--- src/design/pww_pkg.sv ---
// constants for the wake status and enable block
// assumes an 8-bit register port at the printed offsets
package pww_pkg;

    localparam int          ADDR_W          = 8;
    localparam int          DATA_W          = 8;
    localparam int          NUM_SRC         = 8;

    // printed register offsets
    localparam logic [7:0]  OFS_MASTER_EN   = 8'h01;
    localparam logic [7:0]  OFS_STATUS_G3   = 8'h04;
    localparam logic [7:0]  OFS_ENABLE_G1   = 8'h05;
    // interrupt status and mask
    localparam logic [7:0]  OFS_IRQ_STATUS  = 8'h08;
    localparam logic [7:0]  OFS_IRQ_MASK    = 8'h09;

    // reset values, applied only by the standby power reset
    localparam logic [7:0]  RST_STATUS_G3   = 8'h00;
    localparam logic [7:0]  RST_ENABLE_G1   = 8'h00;
    localparam logic        RST_MASTER_EN   = 1'b0;
    localparam logic [2:0]  RST_IRQ_STATUS  = 3'h0;
    localparam logic [2:0]  RST_IRQ_MASK    = 3'h0;
    localparam logic [7:0]  RD_ZERO         = 8'h00;

    // field positions
    localparam int          MASTER_EN_BIT   = 0;
    localparam int          IRQ_W           = 3;
    localparam int          IRQ_WAKE_RISE   = 0;
    localparam int          IRQ_NEW_LATCH   = 1;
    localparam int          IRQ_BAD_ADDR    = 2;

endpackage

--- src/design/pww_evt_if.sv ---
// carrier between the main block and its edge detector
// assumes both ends share clk_sys_in
`timescale 1ns/1ps
`default_nettype none
interface pww_evt_if #(
    parameter int N = 8
);
    logic [N-1:0] level;
    logic [N-1:0] pulse;

    modport det (
        input  level,
        output pulse
    );
    modport user (
        output level,
        input  pulse
    );
endinterface
`default_nettype wire

--- src/design/pww_edge_detect.sv ---
// rising edge detector for the bank-3 wake inputs
// assumes inputs already synchronous to clk_sys_in
`timescale 1ns/1ps
`default_nettype none
module pww_edge_detect
    import pww_pkg::*;
#(
    parameter int N = NUM_SRC
) (
    input  wire logic clk_sys_in,
    input  wire logic rst_n_in,
    input  wire logic ce_in,
    pww_evt_if.det    evt
);

    logic [N-1:0] prev_r;

    // a level already high at reset release counts as one event
    always_ff @(posedge clk_sys_in or negedge rst_n_in) begin
        if (!rst_n_in) begin
            prev_r <= '0;
        end else if (ce_in) begin
            prev_r <= evt.level;
        end
    end

    always_comb begin
        evt.pulse = evt.level & ~prev_r & {N{ce_in}};
    end

endmodule
`default_nettype wire

--- src/design/pww_wake_top.sv ---
// wake status group three, wake enable group one and master enable
// assumes rst_n_in is the standby power reset; main, soft and hard
// resets never reach this block
//
// How it works
// - a rising bank-3 input sets its bit in status group three.
// - status bits latch no matter what any enable bit holds.
// - status group three sits at 04, bit n for bank-3 input n.
// - status survives all resets but the standby one, which zeroes it.
// - writing 1 to a status bit clears it.
// - writing 0 to a status bit leaves it alone.
// - wake request asserts for an enabled, set source under master enable.
// - a disabled source still latches but never drives the wake request.
// - enable group one sits at 05, bit n gating bank-1 input n.
// - enable group one resets to 00 only on the standby reset.
// - master enable, bit 0 at 01, gates the wake request entirely.
`timescale 1ns/1ps
`default_nettype none
module pww_wake_top
    import pww_pkg::*;
#(
    parameter int N = NUM_SRC
) (
    input  wire logic              clk_sys_in,
    input  wire logic              rst_n_in,
    input  wire logic              ce_in,
    input  wire logic [ADDR_W-1:0] addr_in,
    input  wire logic [DATA_W-1:0] wr_data_in,
    input  wire logic              wr_en_in,
    input  wire logic              rd_en_in,
    input  wire logic [N-1:0]      gpio_bank3_in,
    input  wire logic [N-1:0]      status_group_one_in,
    input  wire logic [N-1:0]      enable_group_three_in,
    output logic      [DATA_W-1:0] rd_data_out,
    output logic      [N-1:0]      status_group_three_out,
    output logic                   wake_request_out_n,
    output logic                   irq_out
);

    // any enabled bit that is also set
    function automatic logic any_active(
        input logic [N-1:0] stat,
        input logic [N-1:0] en
    );
        any_active = |(stat & en);
    endfunction

    // byte address compare, used by every decode term
    function automatic logic hit(
        input logic [ADDR_W-1:0] a,
        input logic [7:0]        ofs
    );
        hit = (a == ofs);
    endfunction

    // fit an N-bit field into the data byte
    function automatic logic [DATA_W-1:0] to_byte(
        input logic [N-1:0] v
    );
        logic [DATA_W-1:0] b;
        b = '0;
        b[N-1:0] = v;
        to_byte = b;
    endfunction

    pww_evt_if #(.N(N)) evt ();

    logic [N-1:0]       status_g3_r;
    logic [N-1:0]       status_g3_nxt;
    logic [N-1:0]       enable_g1_r;
    logic               master_en_r;
    logic [IRQ_W-1:0]   irq_status_r;
    logic [IRQ_W-1:0]   irq_status_nxt;
    logic [IRQ_W-1:0]   irq_mask_r;
    logic [IRQ_W-1:0]   irq_event;
    logic [DATA_W-1:0]  rd_data_r;
    logic [DATA_W-1:0]  rd_data_nxt;
    logic               wake_r;
    logic               wake_nxt;
    logic               wr_status_g3;
    logic               wr_enable_g1;
    logic               wr_master;
    logic               wr_irq_mask;
    logic               rd_irq_status;
    logic               mapped;
    logic [N-1:0]       clr_mask;

    assign evt.level = gpio_bank3_in;

    pww_edge_detect #(
        .N (N)
    ) u_edge (
        .clk_sys_in (clk_sys_in),
        .rst_n_in   (rst_n_in),
        .ce_in      (ce_in),
        .evt        (evt)
    );

    // register decode
    always_comb begin
        wr_status_g3  = wr_en_in && hit(addr_in, OFS_STATUS_G3);
        wr_enable_g1  = wr_en_in && hit(addr_in, OFS_ENABLE_G1);
        wr_master     = wr_en_in && hit(addr_in, OFS_MASTER_EN);
        wr_irq_mask   = wr_en_in && hit(addr_in, OFS_IRQ_MASK);
        rd_irq_status = rd_en_in && hit(addr_in, OFS_IRQ_STATUS);
        mapped        = hit(addr_in, OFS_STATUS_G3)
                     || hit(addr_in, OFS_ENABLE_G1)
                     || hit(addr_in, OFS_MASTER_EN)
                     || hit(addr_in, OFS_IRQ_STATUS)
                     || hit(addr_in, OFS_IRQ_MASK);
    end

    // write-one-to-clear; a zero bit leaves its status alone
    always_comb begin
        clr_mask = '0;
        if (wr_status_g3) begin
            clr_mask = wr_data_in[N-1:0];
        end
    end

    // set beats clear so an edge in the clearing cycle is kept;
    // no enable term enters here on purpose
    always_comb begin
        status_g3_nxt = (status_g3_r & ~clr_mask)
                      | evt.pulse;
    end

    // only the standby reset touches the status bits
    always_ff @(posedge clk_sys_in or negedge rst_n_in) begin
        if (!rst_n_in) begin
            status_g3_r <= RST_STATUS_G3[N-1:0];
        end else if (ce_in) begin
            status_g3_r <= status_g3_nxt;
        end
    end

    // enable group one, plain read/write
    always_ff @(posedge clk_sys_in or negedge rst_n_in) begin
        if (!rst_n_in) begin
            enable_g1_r <= RST_ENABLE_G1[N-1:0];
        end else if (ce_in && wr_enable_g1) begin
            enable_g1_r <= wr_data_in[N-1:0];
        end
    end

    // master enable; upper bits of that byte are reserved
    always_ff @(posedge clk_sys_in or negedge rst_n_in) begin
        if (!rst_n_in) begin
            master_en_r <= RST_MASTER_EN;
        end else if (ce_in && wr_master) begin
            master_en_r <= wr_data_in[MASTER_EN_BIT];
        end
    end

    // bank-1 status comes from the neighbouring group, bank-3 enables
    // likewise; the request is a level, so it drops as soon as the last
    // enabled set bit is cleared or disabled
    always_comb begin
        wake_nxt = master_en_r
                && (any_active(status_group_one_in, enable_g1_r)
                 || any_active(status_g3_r, enable_group_three_in));
    end

    // registered so the pin never glitches on decode changes
    always_ff @(posedge clk_sys_in or negedge rst_n_in) begin
        if (!rst_n_in) begin
            wake_r <= 1'b0;
        end else if (ce_in) begin
            wake_r <= wake_nxt;
        end
    end

    assign wake_request_out_n = ~wake_r;

    // interrupt events: request rising, new latch, unmapped access
    always_comb begin
        irq_event                = '0;
        irq_event[IRQ_WAKE_RISE] = wake_nxt && !wake_r;
        irq_event[IRQ_NEW_LATCH] = |(evt.pulse & ~status_g3_r);
        irq_event[IRQ_BAD_ADDR]  = (wr_en_in || rd_en_in) && !mapped;
    end

    // read clears, but an event in the same cycle survives
    always_comb begin
        irq_status_nxt = irq_status_r;
        if (rd_irq_status) begin
            irq_status_nxt = '0;
        end
        irq_status_nxt = irq_status_nxt | irq_event;
    end

    always_ff @(posedge clk_sys_in or negedge rst_n_in) begin
        if (!rst_n_in) begin
            irq_status_r <= RST_IRQ_STATUS;
        end else if (ce_in) begin
            irq_status_r <= irq_status_nxt;
        end
    end

    always_ff @(posedge clk_sys_in or negedge rst_n_in) begin
        if (!rst_n_in) begin
            irq_mask_r <= RST_IRQ_MASK;
        end else if (ce_in && wr_irq_mask) begin
            irq_mask_r <= wr_data_in[IRQ_W-1:0];
        end
    end

    assign irq_out = |(irq_status_r & irq_mask_r);

    // read mux; unmapped addresses and reserved bits read zero
    always_comb begin
        rd_data_nxt = RD_ZERO;
        if (rd_en_in) begin
            case (1'b1)
                hit(addr_in, OFS_STATUS_G3): begin
                    rd_data_nxt = to_byte(status_g3_r);
                end
                hit(addr_in, OFS_ENABLE_G1): begin
                    rd_data_nxt = to_byte(enable_g1_r);
                end
                hit(addr_in, OFS_MASTER_EN): begin
                    rd_data_nxt[MASTER_EN_BIT] = master_en_r;
                end
                hit(addr_in, OFS_IRQ_STATUS): begin
                    rd_data_nxt[IRQ_W-1:0] = irq_status_r;
                end
                hit(addr_in, OFS_IRQ_MASK): begin
                    rd_data_nxt[IRQ_W-1:0] = irq_mask_r;
                end
                default: begin
                    rd_data_nxt = RD_ZERO;
                end
            endcase
        end
    end

    // data stands only in the cycle after the read strobe
    always_ff @(posedge clk_sys_in or negedge rst_n_in) begin
        if (!rst_n_in) begin
            rd_data_r <= RD_ZERO;
        end else if (ce_in) begin
            rd_data_r <= rd_data_nxt;
        end
    end

    assign rd_data_out            = rd_data_r;
    assign status_group_three_out = status_g3_r;

endmodule
`default_nettype wire

--- config.mk ---
export PLATFORM = sky130hd
export DESIGN_NAME = pww_wake_top
export DESIGN_NICKNAME = d
export VERILOG_FILES = /design/src/design/pww_pkg.sv /design/src/design/pww_evt_if.sv /design/src/design/pww_edge_detect.sv /design/src/design/pww_wake_top.sv
export SDC_FILE = /design/constraint.sdc
export NUM_CORES = 1
export LEC_CHECK = 0
export BUFFER_PORTS_ARGS = -buffer_cell sky130_fd_sc_hd__buf_4
export CORE_MARGIN = 2
export CORE_UTILIZATION = 40
export DETAILED_ROUTE_END_ITERATION = 16
export HOLD_SLACK_MARGIN = 0.05
export PLACE_DENSITY_LB_ADDON = 0.1
export SLEW_MARGIN = 10
export SYNTH_ARGS = -nofsm -noshare
export SYNTH_HDL_FRONTEND = slang
export SYNTH_SLANG_ARGS = --single-unit
--- constraint.sdc ---
create_clock -name clk_sys_in -period 2.5 [get_ports clk_sys_in]
set_clock_uncertainty 0.1 [all_clocks]
set_input_delay 0.5 -clock clk_sys_in [delete_from_list [all_inputs] [get_ports clk_sys_in]]
set_output_delay 0.5 -clock clk_sys_in [all_outputs]
set_load 0.01 [all_outputs]
After elaboration in Yosys (flattened, before gate mapping). Index checks and enable logic that the tools add are counted.

Equal/unequal tests: 5. Multiplexer cells: 15. Bitwise gates (word level): 13. Reductions and logical operators: 23.

Operators with widths (count): $and 8x8->8 (6); $not 8->8 (3); $reduce_or 8->1 (3); $eq 8x3->1 const B (2); $eq 8x4->1 const B (2); $mux 8 (2); $logic_and 1x1->1 (11); $mux 2 (5); $mux 5 (2); $eq 8x1->1 const B (1); $or 8x8->8 (1); $logic_or 1x1->1 (6); $mux 1 (5); $and 3x3->3 (1); $mux 3 (1); $or 3x3->3 (1); $reduce_or 3->1 (1); $logic_not 1->1 (2); $not 1->1 (1).

Register bits after elaboration: 40. Input port bits: 45. Logic and storage cells: 64.

Logic depth before layout (Yosys ltp).
Depth in word-level cells: 8. Mapped depth: 5. Depth with buffers taken out: 4.

Hierarchy. A second synthesis with hierarchy kept.

Cell total of the unflattened synthesis: 168. Area, all modules: 2014.4 um^2.

By module, submodules not included: pww_wake_top (times used 1, cells an instance 142, area each 1620.3 um^2); pww_edge_detect (times used 1, cells an instance 26, area each 394.1 um^2).

Least setup slack after synthesis. Ideal clock, no wire load.

Path kind: input to register. From: input port addr_in[1]. To: register enable_g1_r[0]. Setup time: 0.125 ns. Arrival time: 1.456 ns. Path slack: 0.819 ns. Stages: 4. Path buffers: 0. Path through: nor3_2 and4_4 nand2_4 mux2_4.

Word-level cells in the longest chain between the ends: 3.

Ends and longest elaborated chain: start, declared (RTL line pww_wake_top.sv:27) `input wire logic [ADDR_W-1:0] addr_in,`; $eq 8x3->1 (RTL line pww_wake_top.sv:53) `hit = (a == ofs);`; $logic_and 1x1->1 (RTL line pww_wake_top.sv:102) `wr_enable_g1 = wr_en_in && hit(addr_in, OFS_ENABLE_G1);`; $logic_and 1x1->1 (RTL line pww_wake_top.sv:141) `end else if (ce_in && wr_enable_g1) begin`; end signal, assigned (RTL line pww_wake_top.sv:140) `enable_g1_r <= RST_ENABLE_G1[N-1:0];`; end signal, assigned (RTL line pww_wake_top.sv:142) `enable_g1_r <= wr_data_in[N-1:0];`; end, declared (RTL line pww_wake_top.sv:70) `logic [N-1:0] enable_g1_r;`.

Every way passes these cells. A chain may end at the register's enable or synchronous reset.

Final worst setup path.
From: register irq_status_r[2]. To: output port irq_out.

Word-level cells in the longest chain between the ends: 2.

Ends and longest elaborated chain: start, declared (RTL line pww_wake_top.sv:72) `logic [IRQ_W-1:0] irq_status_r;`; start signal, assigned (RTL line pww_wake_top.sv:196) `irq_status_r <= irq_status_nxt;`; $and 3x3->3 (RTL line pww_wake_top.sv:208) `assign irq_out = |(irq_status_r & irq_mask_r);`; $reduce_or 3->1 (RTL line pww_wake_top.sv:208); end, declared (RTL line pww_wake_top.sv:37) `output logic irq_out`.

Every way passes these cells.

==> flow_summary.toml <==
[outcome]
status = "complete, no violations"

[detailed_routing]
drc = 0
via_count = 1640
antenna_violating_nets_post_route = 0
wl_per_cell_um = 15.9
dr.pass1.iters = 4
drt_iter0_drc = 80
vias_per_cell = 5.16
drt-total-wl_um = 5070

[clocking]
h-tree-depth = 2
worstSkewPairLatency_ns = 0.29
hold_buffers = 0
postCtsSetupBuffers = 0
clk_pin_slew_worst_paths_ns = 0.08
cts_tree = "yes"
cts.sinks = 40
cts-root-buf = "clkbuf_8"
cts.path.max_buffers = 2
post_cts_resized = 0
cts_buffers = 5

[sta]
tightestPinTransition_ns = 0.523
rsz0062_at_grt = "no"
setup_ws_ns = 0.649
fmax_ghz = 0.540
min_period_over_period = 0.741
post-route-min-period_ns = 1.85
finalMaxSlewViolations = 0
relSlewSlack = 0.650
fin_tns_setup_ns = 0
finalHoldViolCount = 0
setup_violations = 0

[pwr]
pwr-share-comb = 0.120
seqPwrFrac = 0.534
p_sw_mw = 0.305
pwr-share-clk = 0.347
power_density_nw_per_um2 = 490
switching_share = 0.239
vdd_ir_drop_max_uv = 284
p_int_mw = 0.973
leakagePower_nw = 1.27

[critical_path]
crit_arrival_ns = 1.25
crit_end = "irq_out"
reg2reg_slack_ns = 0.92
crit_path_start_kind = "flop"
r2r_cells = 4
path_buf_inv = 2
slowest_delay_ns = 0.41
cp-end-kind = "primary output"
r2r_start = "status_group_three_out[6]"
crit_start = "irq_status_r[2]"
path_depth = 3
path_class = "flop to primary output"
worstPathRequired_ns = 1.90
crit_slowest_cell = "dfrtp_1"
reg2reg_to = "irq_status_r[0]"
critPathTopFamily = "flip-flops"
cp_cell_sequence = "a222oi_1 > inv_1 > buf_4"
cp_max_fo = 3

[synth]
syn-cell-area_um2 = 1980
post-synth-top-count-cell = "dfrtp_1"
synth-main-ff-cell = "dfrtp_1"
synth.yosys.seq_area_share = 0.506
syn_inst = 184
synth_top_area_frac = 0.506
synth_top_area_cell = "dfrtp_1"
synth_commonest_cells = "dfrtp_1, o21ai_0, nand2_1"
synth.avg_cell_area_um2 = 10.8
synthTopCellsByArea = "dfrtp_1, o21ai_0, mux2_4"
yosysWarnings = 0
async_flop_share = 1.00
synth_seq_cells = 40
syn_nets = 229
synth.distinct_cells = 38
synth-edff-count = 0

[global_route]
grt_pass1_vias = 1523
grt_overflow_total = 0
antenna_found_initial = 0
grt_pass1_wl_um = 7710
grt_usage = 0.195
grt_max_degree = 41

[min_path]
hp-class = "primary input to asynchronous set/reset pin"

[cells_and_area]
final_cell_count_no_fill = 318
drive_above_1_share = 0.347
area_growth_pct = 31.9
diodes = 0
finish.instance_area_um2 = 2610
fin_nets = 295

[place]
placed_cell_area_um2 = 2520
io_buffers = 62
gp_congestion = 0.780
place_ws_ns = 0.413
post-dp-hpwl_um = 3940
post-place-cells = 310

[floorplanning]
die_h_um = 74.3
initial_utilization = 0.416
core_um2 = 4750
die_w_um = 74.3
floorplan.die_area_um2 = 5530
io_pins = 63
rows = 25

[run]
maxCapViolCount = 0
==> through the flow <==
step	utilization	total power, mW	hold WS [ns]
6_report	0.549	1.28	0.0707
5_1_grt	0.549	1.34	0.101
4_1_cts	0.549	1.29	0.0949
3_5_place_dp	0.530	0.849	0.363
3_3_place_gp	0.530	0.848	0.366
2_1_floorplan	-	0.754	0.104
==> metal layers <==
layer	vias to the layer above	track usage	wire length, µm
met5	-	0	0
met4	0	0.0675	58
met3	6	0.0623	390
met2	55	0.277	2160
met1	770	0.282	2450
li1	809	-	-
==> worst min-delay path by stage <==
stage | endpoint | slack, ns
floorplan | enable_g1_r[0] | 0.10
detailed placement | irq_status_r[0] | 0.36
CTS | irq_status_r[2] | 0.09
global route | irq_status_r[2] | 0.10
finish | irq_status_r[2] | 0.07
global placement | status_group_three_out[6] | 0.37
==> flip-flops by register name (all words and copies together), names as in the netlist <==
register / flops
irq_status_r: 3
master_en_r: 1
u_edge.prev_r: 8
wake_r: 1
enable_g1_r: 8
status_group_three_out: 8
irq_mask_r: 3
rd_data_out: 8
==> power by group through the flow <==
stage	Sequential [mW]	Combinational, mW	Clock (mW)
final	0.682	0.153	0.443
after global routing	0.684	0.169	0.486
after CTS	0.682	0.155	0.454
after detailed placement	0.695	0.155	0
after global placement	0.694	0.154	0
after floorplan	0.691	0.0631	0
==> area by class of cell <==
type	count	area [µm²]
fillers	456	2140
flip-flops and latches	40	1000
multi-input cells	125	902
repair buffers	64	480
clock buffers	8	90.1
well taps	67	83.8
inverters	14	52.6
==> cells by family after synthesis <==
group                  synth area share
AND/OR/NAND/NOR                   0.158
AO/OA/AOI/OAI                     0.188
multiplexers                      0.110
buffers and inverters            0.0386
flip-flops                        0.506
==> cells in the final DEF (no fill, tap or decap), types with 4 or more instances in the layout <==
cell / instances
mux2_1: 4
nand2_1: 21
a22o_1: 4
clkbuf_8: 6
nor3_1: 7
buf_4: 64
a32o_1: 6
a221oi_1: 4
inv_1: 14
o21ai_0: 24
nor2_1: 5
a21o_1: 5
dfrtp_1: 40
mux2_4: 8
o22ai_1: 4
(Power assumes the default switching activity.)
